<file path="config.mk">
export PLATFORM = sky130hd
export DESIGN_NAME = phy_basic_mgmt_registers
export DESIGN_NICKNAME = d
export VERILOG_FILES = /design/src/phy_mgmt_pkg.sv /design/src/phy_basic_mgmt_registers.sv
export SDC_FILE = /design/constraint.sdc
export NUM_CORES = 1
export LEC_CHECK = 0
export BUFFER_PORTS_ARGS = -buffer_cell sky130_fd_sc_hd__buf_2
export CAP_MARGIN = 10
export CORE_AREA = 2 2 83 101
export DETAILED_ROUTE_END_ITERATION = 10
export DIE_AREA = 0 0 85 103
export MAX_ROUTING_LAYER = met4
export PLACE_DENSITY = 0.71
export SETUP_SLACK_MARGIN = 0.15
export SKIP_CTS_REPAIR_TIMING = 1
export SLEW_MARGIN = 20
export SYNTH_ARGS = -nofsm -noshare
export SYNTH_HDL_FRONTEND = slang
export SYNTH_SLANG_ARGS = --single-unit
</file>
<file path="constraint.sdc">
create_clock -name sys_clk -period 3.2 [get_ports sys_clk]
set_clock_uncertainty 0.05 [all_clocks]
set_input_delay 0.16 -clock sys_clk [delete_from_list [all_inputs] [get_ports sys_clk]]
set_output_delay 0.16 -clock sys_clk [all_outputs]
set_load 0.03 [all_outputs]
</file>
<file path="src/phy_mgmt_pkg.sv">
// Constants and carrier types for the basic management register bank.
// Assumes a single 10 MHz system clock; management pins arrive asynchronously.
package phy_mgmt_pkg;

    // ----------------------------------------------------------------
    // Register addresses
    // ----------------------------------------------------------------
    localparam logic [4:0] REG_CONTROL = 5'h00;
    localparam logic [4:0] REG_STATUS = 5'h01;
    localparam logic [4:0] REG_ID_HIGH = 5'h02;

    // ----------------------------------------------------------------
    // Control register fields
    // ----------------------------------------------------------------
    localparam int CTL_RESET = 15;
    localparam int CTL_ANEG_RESTART = 9;
    localparam int CTL_ISOLATE = 10;
    localparam logic [15:0] CTRL_RW_MASK = 16'h7D80;
    localparam logic [15:0] CTRL_RESET_VAL = 16'h3100;

    // ----------------------------------------------------------------
    // Status register fields
    // ----------------------------------------------------------------
    localparam int STS_T4 = 15;
    localparam int STS_PRE_SUPP = 6;
    localparam int STS_ANEG_DONE = 5;
    localparam int STS_REM_FAULT = 4;
    localparam int STS_LINK = 2;
    localparam int STS_JABBER = 1;
    localparam int STS_EXT_CAP = 0;
    localparam logic [15:0] STATUS_FIXED = 16'h7809;

    // ----------------------------------------------------------------
    // Management frame layout
    // ----------------------------------------------------------------
    localparam logic [5:0] PREAMBLE_BITS = 6'h20;
    localparam logic [4:0] HDR_LAST = 5'h0C;
    localparam logic [4:0] DATA_LAST = 5'h11;
    localparam logic [1:0] OP_READ = 2'h2;
    localparam logic [1:0] OP_WRITE = 2'h1;
    localparam logic [1:0] STRAP_WAIT = 2'h2;

    typedef enum logic [1:0] {
        MF_PRE = 2'h0,
        MF_HDR = 2'h1,
        MF_DATA = 2'h3
    } mf_state_t;

    // Events from the line-side engines
    typedef struct packed {
        logic anDone;
        logic remoteFault;
        logic linkUp;
        logic jabber;
    } phy_events_t;

    // Pulses toward the rest of the device
    typedef struct packed {
        logic swReset;
        logic anegRestart;
    } phy_pulses_t;

endpackage

</file>
<file path="src/phy_basic_mgmt_registers.sv">
// Basic management register bank: control, status and first identifier word,
// reached over the serial management_frame bus (clock and data pins).
// Assumes clock pin at most a quarter of sys_clk; straps static around reset.
//
// Overview of operation
// - Isolate bit set disconnects the reduced data interface; reset value comes from strap.
// - Negotiation-complete status bit latches high on completion, clears when read.
// - Remote-fault status bit latches high on a far-end fault, clears when read.
// - Preamble suppression reads zero; every frame needs a full 32-bit preamble.
// - Extended-capability status bit always reads one.
// - Four-pair 100 Mb/s capability bit always reads zero; writes ignored.
// - Strapped management address zero keeps the reduced data interface high impedance.
`timescale 1ns/10ps
module phy_basic_mgmt_registers
    import phy_mgmt_pkg::*;
#(
    parameter logic [15:0] ID_HIGH = 16'h5A5A // Arbitrary identifier value
) (
    input wire logic sys_clk, // 10 MHz system clock
    input wire logic sys_rst, // Async reset, active high
    input wire logic mgmtClk, // Management clock pin
    input wire logic mgmtDataIn, // Management data pin, input side
    output logic mgmtDataOut, // Management data pin, output side
    output logic mgmtDataOe, // Management data pin drive enable
    input wire logic [4:0] addrStrap, // Address strap pins
    input wire logic isoStrap, // Isolate strap pin
    input wire phy_events_t events, // Line-side status events
    output logic [15:0] control, // Control register contents
    output phy_pulses_t pulses, // One-cycle action pulses
    output logic rmiiHiZ // Reduced data interface tristate
);

    // ----------------------------------------------------------------
    // State
    // ----------------------------------------------------------------
    typedef struct packed {
        logic [1:0] clkSync;
        logic [1:0] dataSync;
        logic clkPrev;
        logic [4:0] addrMeta;
        logic [4:0] addrSync;
        logic [1:0] isoSync;
        logic [1:0] strapCnt;
        logic strapped;
        logic [4:0] phyAddr;
        mf_state_t mode;
        logic [5:0] preCnt;
        logic [4:0] bitCnt;
        logic [12:0] hdr;
        logic isRead;
        logic hit;
        logic [4:0] regAddr;
        logic [15:0] shift;
        logic dOut;
        logic dOe;
        logic [15:0] ctrl;
        logic anDoneL;
        logic faultL;
        logic linkL;
        logic jabberL;
        logic swReset;
        logic restart;
        logic hiZ;
    } mgmt_state_t;

    mgmt_state_t s;
    mgmt_state_t next_s;
    logic mdcRise;
    logic bitIn;
    logic [12:0] hdrFull;
    logic hdrDone;
    logic statusRead;
    logic [15:0] statusWord;
    logic [15:0] readWord;

    // ----------------------------------------------------------------
    // Next-state logic
    // ----------------------------------------------------------------
    always_comb begin
        next_s = s;
        // Pin synchronisers; first stage feeds only the second
        next_s.clkSync = {s.clkSync[0], mgmtClk};
        next_s.dataSync = {s.dataSync[0], mgmtDataIn};
        next_s.clkPrev = s.clkSync[1];
        next_s.addrMeta = addrStrap;
        next_s.addrSync = s.addrMeta;
        next_s.isoSync = {s.isoSync[0], isoStrap};
        next_s.swReset = 1'b0;
        next_s.restart = 1'b0;
        mdcRise = s.clkSync[1] & ~s.clkPrev;
        bitIn = s.dataSync[1];
        hdrFull = {s.hdr[11:0], bitIn};
        hdrDone = 1'b0;
        statusRead = 1'b0;

        // Read values
        statusWord = STATUS_FIXED;
        statusWord[STS_T4] = 1'b0;
        statusWord[STS_EXT_CAP] = 1'b1;
        statusWord[STS_PRE_SUPP] = 1'b0;
        statusWord[STS_ANEG_DONE] = s.anDoneL;
        statusWord[STS_REM_FAULT] = s.faultL;
        statusWord[STS_LINK] = s.linkL;
        statusWord[STS_JABBER] = s.jabberL;
        case (hdrFull[4:0])
            REG_CONTROL: readWord = s.ctrl;
            REG_STATUS: readWord = statusWord;
            REG_ID_HIGH: readWord = ID_HIGH;
            default: readWord = 16'h0000;
        endcase

        // Strap capture a few cycles after reset release
        if (!s.strapped) begin
            next_s.strapCnt = s.strapCnt + 2'h1;
            if (s.strapCnt == STRAP_WAIT) begin
                next_s.strapped = 1'b1;
                next_s.phyAddr = s.addrSync;
                next_s.ctrl[CTL_ISOLATE] = s.isoSync[1];
            end
        end

        // Frame engine, one step per management clock rising edge
        if (mdcRise) begin
            case (s.mode)
                MF_PRE: begin
                    if (bitIn) begin
                        if (s.preCnt != PREAMBLE_BITS) begin
                            next_s.preCnt = s.preCnt + 6'h1;
                        end
                    end else if (s.preCnt == PREAMBLE_BITS) begin
                        next_s.mode = MF_HDR;
                        next_s.bitCnt = 5'h00;
                        next_s.preCnt = 6'h00;
                    end else begin
                        next_s.preCnt = 6'h00;
                    end
                end
                MF_HDR: begin
                    next_s.hdr = hdrFull;
                    next_s.bitCnt = s.bitCnt + 5'h01;
                    if (s.bitCnt == HDR_LAST) begin
                        hdrDone = 1'b1;
                        next_s.bitCnt = 5'h00;
                        next_s.regAddr = hdrFull[4:0];
                        next_s.hit = hdrFull[12] & s.strapped & (hdrFull[9:5] == s.phyAddr)
                            & ((hdrFull[11:10] == OP_READ) | (hdrFull[11:10] == OP_WRITE));
                        next_s.isRead = hdrFull[11:10] == OP_READ;
                        next_s.shift = readWord;
                        next_s.mode = MF_DATA;
                        statusRead = next_s.hit & next_s.isRead & (hdrFull[4:0] == REG_STATUS);
                    end
                end
                MF_DATA: begin
                    next_s.bitCnt = s.bitCnt + 5'h01;
                    if (s.isRead && s.hit) begin
                        // Second turnaround bit driven low, then data MSB first
                        next_s.dOe = s.bitCnt != DATA_LAST;
                        next_s.dOut = (s.bitCnt == 5'h00) ? 1'b0 : s.shift[15];
                        if (s.bitCnt != 5'h00) begin
                            next_s.shift = {s.shift[14:0], 1'b0};
                        end
                    end else if (s.bitCnt >= 5'h02) begin
                        next_s.shift = {s.shift[14:0], bitIn};
                    end
                    if (s.bitCnt == DATA_LAST) begin
                        next_s.mode = MF_PRE;
                        next_s.dOe = 1'b0;
                        next_s.dOut = 1'b0;
                        if (!s.isRead && s.hit && s.regAddr == REG_CONTROL) begin
                            next_s.ctrl = {s.shift[14:0], bitIn} & CTRL_RW_MASK;
                            next_s.restart = s.shift[CTL_ANEG_RESTART - 1];
                            next_s.swReset = s.shift[CTL_RESET - 1];
                        end
                    end
                end
                default: next_s.mode = MF_PRE;
            endcase
        end

        // Software reset restores control defaults, keeps the strapped isolate
        if (s.swReset) begin
            next_s.ctrl = CTRL_RESET_VAL;
            next_s.ctrl[CTL_ISOLATE] = s.isoSync[1];
        end

        // Latched status bits; a new event wins over the read clear
        next_s.anDoneL = (s.anDoneL & ~statusRead) | events.anDone;
        next_s.faultL = (s.faultL & ~statusRead) | events.remoteFault;
        next_s.jabberL = (s.jabberL & ~statusRead) | events.jabber;
        next_s.linkL = statusRead ? events.linkUp : (s.linkL & events.linkUp);
        if (s.swReset) begin
            next_s.anDoneL = events.anDone;
            next_s.faultL = events.remoteFault;
            next_s.jabberL = events.jabber;
            next_s.linkL = events.linkUp;
        end

        // Data interface tristate from isolate or address zero
        next_s.hiZ = next_s.ctrl[CTL_ISOLATE] | (next_s.strapped & (next_s.phyAddr == 5'h00));
    end

    // ----------------------------------------------------------------
    // State register
    // ----------------------------------------------------------------
    always_ff @(posedge sys_clk or posedge sys_rst) begin
        if (sys_rst) begin
            s <= '0;
            s.mode <= MF_PRE;
            s.ctrl <= CTRL_RESET_VAL;
            s.hiZ <= 1'b1;
        end else begin
            s <= next_s;
        end
    end

    // Outputs
    assign mgmtDataOut = s.dOut;
    assign mgmtDataOe = s.dOe;
    assign control = s.ctrl;
    assign pulses = '{swReset: s.swReset, anegRestart: s.restart};
    assign rmiiHiZ = s.hiZ;

    // ----------------------------------------------------------------
    // Assertions
    // ----------------------------------------------------------------
    property p_isolate;
        @(posedge sys_clk) disable iff (sys_rst) s.ctrl[CTL_ISOLATE] |-> rmiiHiZ;
    endproperty
    a_isolate: assert property (p_isolate) else $error("isolate set but interface driven");

    property p_addr_zero;
        @(posedge sys_clk) disable iff (sys_rst) (s.strapped && s.phyAddr == 5'h00) |-> rmiiHiZ;
    endproperty
    a_addr_zero: assert property (p_addr_zero) else $error("address zero but interface driven");

    property p_aneg_latch;
        @(posedge sys_clk) disable iff (sys_rst) (events.anDone && !s.swReset) |=> s.anDoneL;
    endproperty
    a_aneg_latch: assert property (p_aneg_latch) else $error("completion not latched");

    property p_fault_latch;
        @(posedge sys_clk) disable iff (sys_rst)
            (s.faultL && !statusRead && !s.swReset) |=> s.faultL;
    endproperty
    a_fault_latch: assert property (p_fault_latch) else $error("remote fault dropped before read");

    property p_preamble;
        @(posedge sys_clk) disable iff (sys_rst)
            (s.mode == MF_PRE && next_s.mode == MF_HDR) |-> s.preCnt == PREAMBLE_BITS;
    endproperty
    a_preamble: assert property (p_preamble) else $error("frame accepted without full preamble");

    property p_ext_cap;
        @(posedge sys_clk) disable iff (sys_rst) statusRead |=> s.shift[STS_EXT_CAP] && !s.shift[STS_PRE_SUPP];
    endproperty
    a_ext_cap: assert property (p_ext_cap) else $error("status snapshot fixed bits wrong");

    property p_t4_zero;
        @(posedge sys_clk) disable iff (sys_rst) statusRead |=> !s.shift[STS_T4];
    endproperty
    a_t4_zero: assert property (p_t4_zero) else $error("four-pair capability reads one");

    property p_self_clear;
        @(posedge sys_clk) disable iff (sys_rst)
            (s.swReset || s.restart) |=> !s.swReset && !s.restart && !s.ctrl[CTL_RESET] ##1 !s.swReset;
    endproperty
    a_self_clear: assert property (p_self_clear) else $error("action bit did not self-clear");

    c_status_read: cover property (@(posedge sys_clk) disable iff (sys_rst) statusRead);
    c_sw_reset: cover property (@(posedge sys_clk) disable iff (sys_rst) s.swReset);
    c_read_drive: cover property (@(posedge sys_clk) disable iff (sys_rst) $rose(mgmtDataOe));
    c_refused: cover property (@(posedge sys_clk) disable iff (sys_rst) hdrDone && !next_s.hit);

endmodule // phy_basic_mgmt_registers

</file>
== Word-level counts from Yosys, hierarchy flattened ==
Cells that the tools add are included.
Cells by class
  reductions and logical operators: 25
  equal/unequal tests: 20
  order comparisons: 1
  muxes and demuxes: 37
  add/subtract/negate cells: 3
  bitwise operators: 18
Operators by type and width (count)
  2-to-1 mux 16 bit: 8
  case mux 16 bit (3 select lines): 1
  case mux 16 bit (2 select lines): 1
  2-to-1 mux 6 bit: 4
  logical NOT 5 bit: 4
  2-to-1 mux 18 bit: 1
  2-to-1 mux 2 bit: 9
  2-to-1 mux 5 bit: 3
  case mux 5 bit (3 select lines): 1
  nonzero test 2 bit: 6
  AND 1 bit: 11
  AND reduction 5 bit: 2
  AND reduction 3 bit: 3
  inequality test 2 bit (second input constant): 4
  AND reduction 4 bit: 2
  2-to-1 mux 1 bit: 7
  adder 6 x 1 -> 6 bit (second input constant): 1
  == test 2 bit (second input constant): 3
  == test 6 bit (second input constant): 1
  inequality test 3 bit (second input constant): 2
  inequality test 6 bit (second input constant): 1
  case mux 2 bit (3 select lines): 1
  adder 5 x 1 -> 5 bit (second input constant): 1
  == test 5 x 1 -> 1 bit (second input constant): 1
  18 further kinds: 26
Word-level totals
  input bits: 14
  output and inout bits: 21
  register bits after elaboration: 98

== Depth between registers and ports, before layout ==
  depth in word-level cells: 12
  gate-level depth with buffers: 7

== Worst setup path before layout ==
Ideal clock, no wire load.
  kind: reg-to-reg
  start: register s[61] (netlist bit)
  end: register s[26] (netlist bit)
  slack: 1.256 ns
  cell stages (with the launch flop): 8
  data arrival time: 1.766 ns
  library setup time: 0.127 ns
  buffers on the path: 1
  cells stage by stage: dfrtp_1 -> inv_1 -> ha_1 -> and3b_1 -> o211ai_1 -> a221oi_4 -> buf_6 -> mux2_1
Between the ends
  word-level cells in the longest chain between the ends: 3
  elaborated cells between the ends (all ways): 7
  classes of those cells: order compare (1); eq/ne (4); reduce/logical (2)
RTL lines
  start: declaration: RTL line phy_basic_mgmt_registers.sv:66  | mgmt_state_t s;
  start signal: assignment: RTL line phy_basic_mgmt_registers.sv:212  | s <= next_s;
  >= comparator 5 x 2 -> 1 bit, or another cell as far along: RTL line phy_basic_mgmt_registers.sv:162  | end else if (s.bitCnt >= 5'h02) begin
  inequality test 3 bit (no source line) / inequality test 2 bit (equally long branches)
  AND reduction 5 bit (no source line) *
Every way passes the cells marked *; elsewhere a longest branch is shown, timed or not.
A chain may end at the register's enable or synchronous reset.

== Worst setup path after layout ==
  start: register s[72] (netlist bit)
  end: register s[71] (netlist bit)
Between the ends
  word-level cells in the longest chain between the ends: 2
RTL lines
  logical NOT 2 bit: RTL line phy_basic_mgmt_registers.sv:124  | case (s.mode)
  AND reduction 3 bit (no source line)
Every way passes these cells.

==> reports/metrics.yaml <==
core_area_um2: 7880
synthesis.area_um2: 4170
pwr-share-clk_pct: 36.8
ys_top_cells_by_count: "dfrtp_1 (85), nand2_1 (61), buf_4 (18), mux2_2 (18), o21ai_0 (18)"
run_status: "finished, final reports clean"
path_max_fanout: 13
io_pins: 35
drive_gt1_share_pct: 18.5
cts_buffers: 9
tns_ps: 0
synth.most_common_cell: "dfrtp_1"
fmax_mhz: 458
cts_max_level: 3
fp.dieW_um: 85
vias_per_cell: 5.50
min_period_over_period_pct: 68.3
drv_slew: 0
grt_util_all_layers_pct: 19.5
cts_buffer_depth: 2
dp_hpwl_um: 5540
grt_pass1_wl_um: 13000
ys_warn_count: 0
critical_path.top_delay_family: "simple AND/OR/NAND/NOR gates"
start_util_pct: 52.9
timing.final.ws_setup_ps: 1010
worst-setup-path-type: "flip-flop to flip-flop"
fillers: 653
worst_slew_pin_slew_ps: 808
power_per_cell_area_nw_per_um2: 509
clkSlewWorstSetupHoldPaths_ps: 90
ff_latch_area_um2: 2230
switchingPower_uw: 601
die_area_um2: 8760
fin_area_um2: 4600
antenna_found_initial: 0
cts_sinks: 89
firstDrtPassIters: 4
gp_congestion: 0.942
cp_slowest_cell: "or4b_1"
ant_nets: 0
grt.overflow.total: 0
synth_area_leader_cell: "dfrtp_1"
rsz0062_at_grt: "no"
grt_pass1_vias: 2714
nets: 433
yosysSeqAreaShare_pct: 53.5
critPathCaptureType: "flip-flop"
p_sw_share_pct: 25.7
grt_max_degree: 35
slew_headroom_pct: 44.7
final_cells: 511
p_seq_share_pct: 52.6
synth.avg_cell_area_um2: 10.8
clk_latency_ps: 350
path_cells: "or4b_1 > or4_1 > a21oi_1 > a21o_1"
ys_top_cells_by_area: "dfrtp_1 (51%), nand2_1 (5.5%), mux2_2 (4.9%)"
hold_class: "input pin to flip-flop"
die_y_um: 103
syn_to_final_growth_pct: 10.3
multi_input_area_um2: 1690
synth-seq-cells: 89
required_ps: 3440
placed_area_um2: 4260
cp-start-kind: "flip-flop"
vdd_drop_max_v: 0.000346
synth_cells: 385
dp.cells: 483
dp_slack_ps: 1030
netlist.area_leader.share_pct: 51.0
routedWlPerCell_um: 15.6
async_flop_share_pct: 100
hold_slack_ps: 14.5
leakagePower_nw: 2.24
finalWirelength_um: 7980
rows: 36
drc_errors: 0
critPathMaxStageDelay_ps: 760
synth.distinct_cells: 56
fin_crit_ps: 2190
internal_power_mw: 1.74
synth_edf_count: 0
cts_root_buf: "clkbuf_8"
via_count: 2813
cts_tree: "yes"
pwr-share-comb_pct: 10.6
cp_num_buf_inv: 0
drt_iter0_markers: 174
hold_viol: 0
setup_violations: 0
drv_cap: 0
antenna_cells: 0
port_buffers: 25
critPathArrivalTime_ps: 2430
synth_flop_cell: "dfrtp_1"
[kinds of logic (layout without fill, tap and decap cells)]
| group | after synthesis | in the layout | share of synthesized area [%] |
|---|---|---|---|
| mux | 34 | 34 | 8.94 |
| flops | 89 | 89 | 53.5 |
| xor+xnor | 6 | 6 | 1.26 |
| fa+ha+maj | 8 | 8 | 2.40 |
| compound gates | 70 | 70 | 11.8 |
| buf+inv | 50 | 73 | 6.57 |
| simple gates | 127 | 127 | 15.4 |
| other cells | 1 | 9 | 0.0899 |
[power groups by stage]
stage                     combinational, mW  clock (mW)  sequential, mW
after floorplan                       0.206           0            1.23
after global placement                0.234           0            1.25
after detailed placement              0.239           0            1.25
after CTS                             0.241       0.878            1.23
after global routing                  0.281       0.915            1.24
final                                 0.249       0.861            1.23
[flip-flops by register name, indices dropped and copies added, names as in the netlist]
name and cells:
next_s 9, control 7, bitIn 1, rmiiHiZ 1
mgmtDataOut 1, hdrFull 12, mgmtDataOe 1, pulses 2
s 55
[routing by layer]
layer / vias to the layer above / GRT usage [%] / part of all wire (%)
met5: - / - / 0
met4: 0 / 7.57 / 1.5
met1: 1390 / 24.2 / 44
met3: 10 / 2.72 / 2.5
met2: 43 / 32.6 / 52
li1: 1370 / - / -
[final timing paths]
check | startpoint | endpoint | slack, ps | cells after the start
hold / removal | events[1] | s[4] | 10 | 2
setup reg to reg | s[72] | s[71] | 1010 | 4
hold reg to reg | next_s[83] | s[83] | 310 | 0
max in group asynchronous | sys_rst | s[67] | 1970 | 4
min in group asynchronous | sys_rst | s[88] | 340 | 3
setup / recovery | s[72] | s[71] | 1010 | 4
[final cells by class]
cell class                      instances  area share, %
Clock buffer                           12           3.15
Multi-Input combinational cell        254           36.8
Tap cell                               95           2.58
Timing Repair Buffer                   40           5.82
Inverter                               17           1.41
Clock inverter                          4           1.69
Sequential cell                        89           48.5
[cells in the final DEF (no fill, tap or decap), types with 5 or more instances in the layout]
cell	Yosys	final
dfrtp_1	85	85
nor3_1	13	13
mux2i_1	8	8
a22o_1	9	9
buf_2	9	25
o21ai_0	18	18
nor2b_1	6	6
o31ai_1	6	6
clkbuf_8	0	10
dlygate4sd3_1	0	12
nor2_1	14	14
mux2_1	8	8
a21oi_1	10	10
inv_1	17	16
nand2_1	61	61
nand2b_1	5	5
ha_1	8	8
mux2_2	18	18
conb_1	1	9
[per-stage QoR]
step / utilization, % / total power, mW
after floorplan: - / 1.44
after global placement: 54.0 / 1.48
after detailed placement: 54.0 / 1.49
after CTS: 56.8 / 2.35
after global routing: 58.4 / 2.44
final: 58.4 / 2.34
Note: power is estimated with default switching activity, not from simulation.
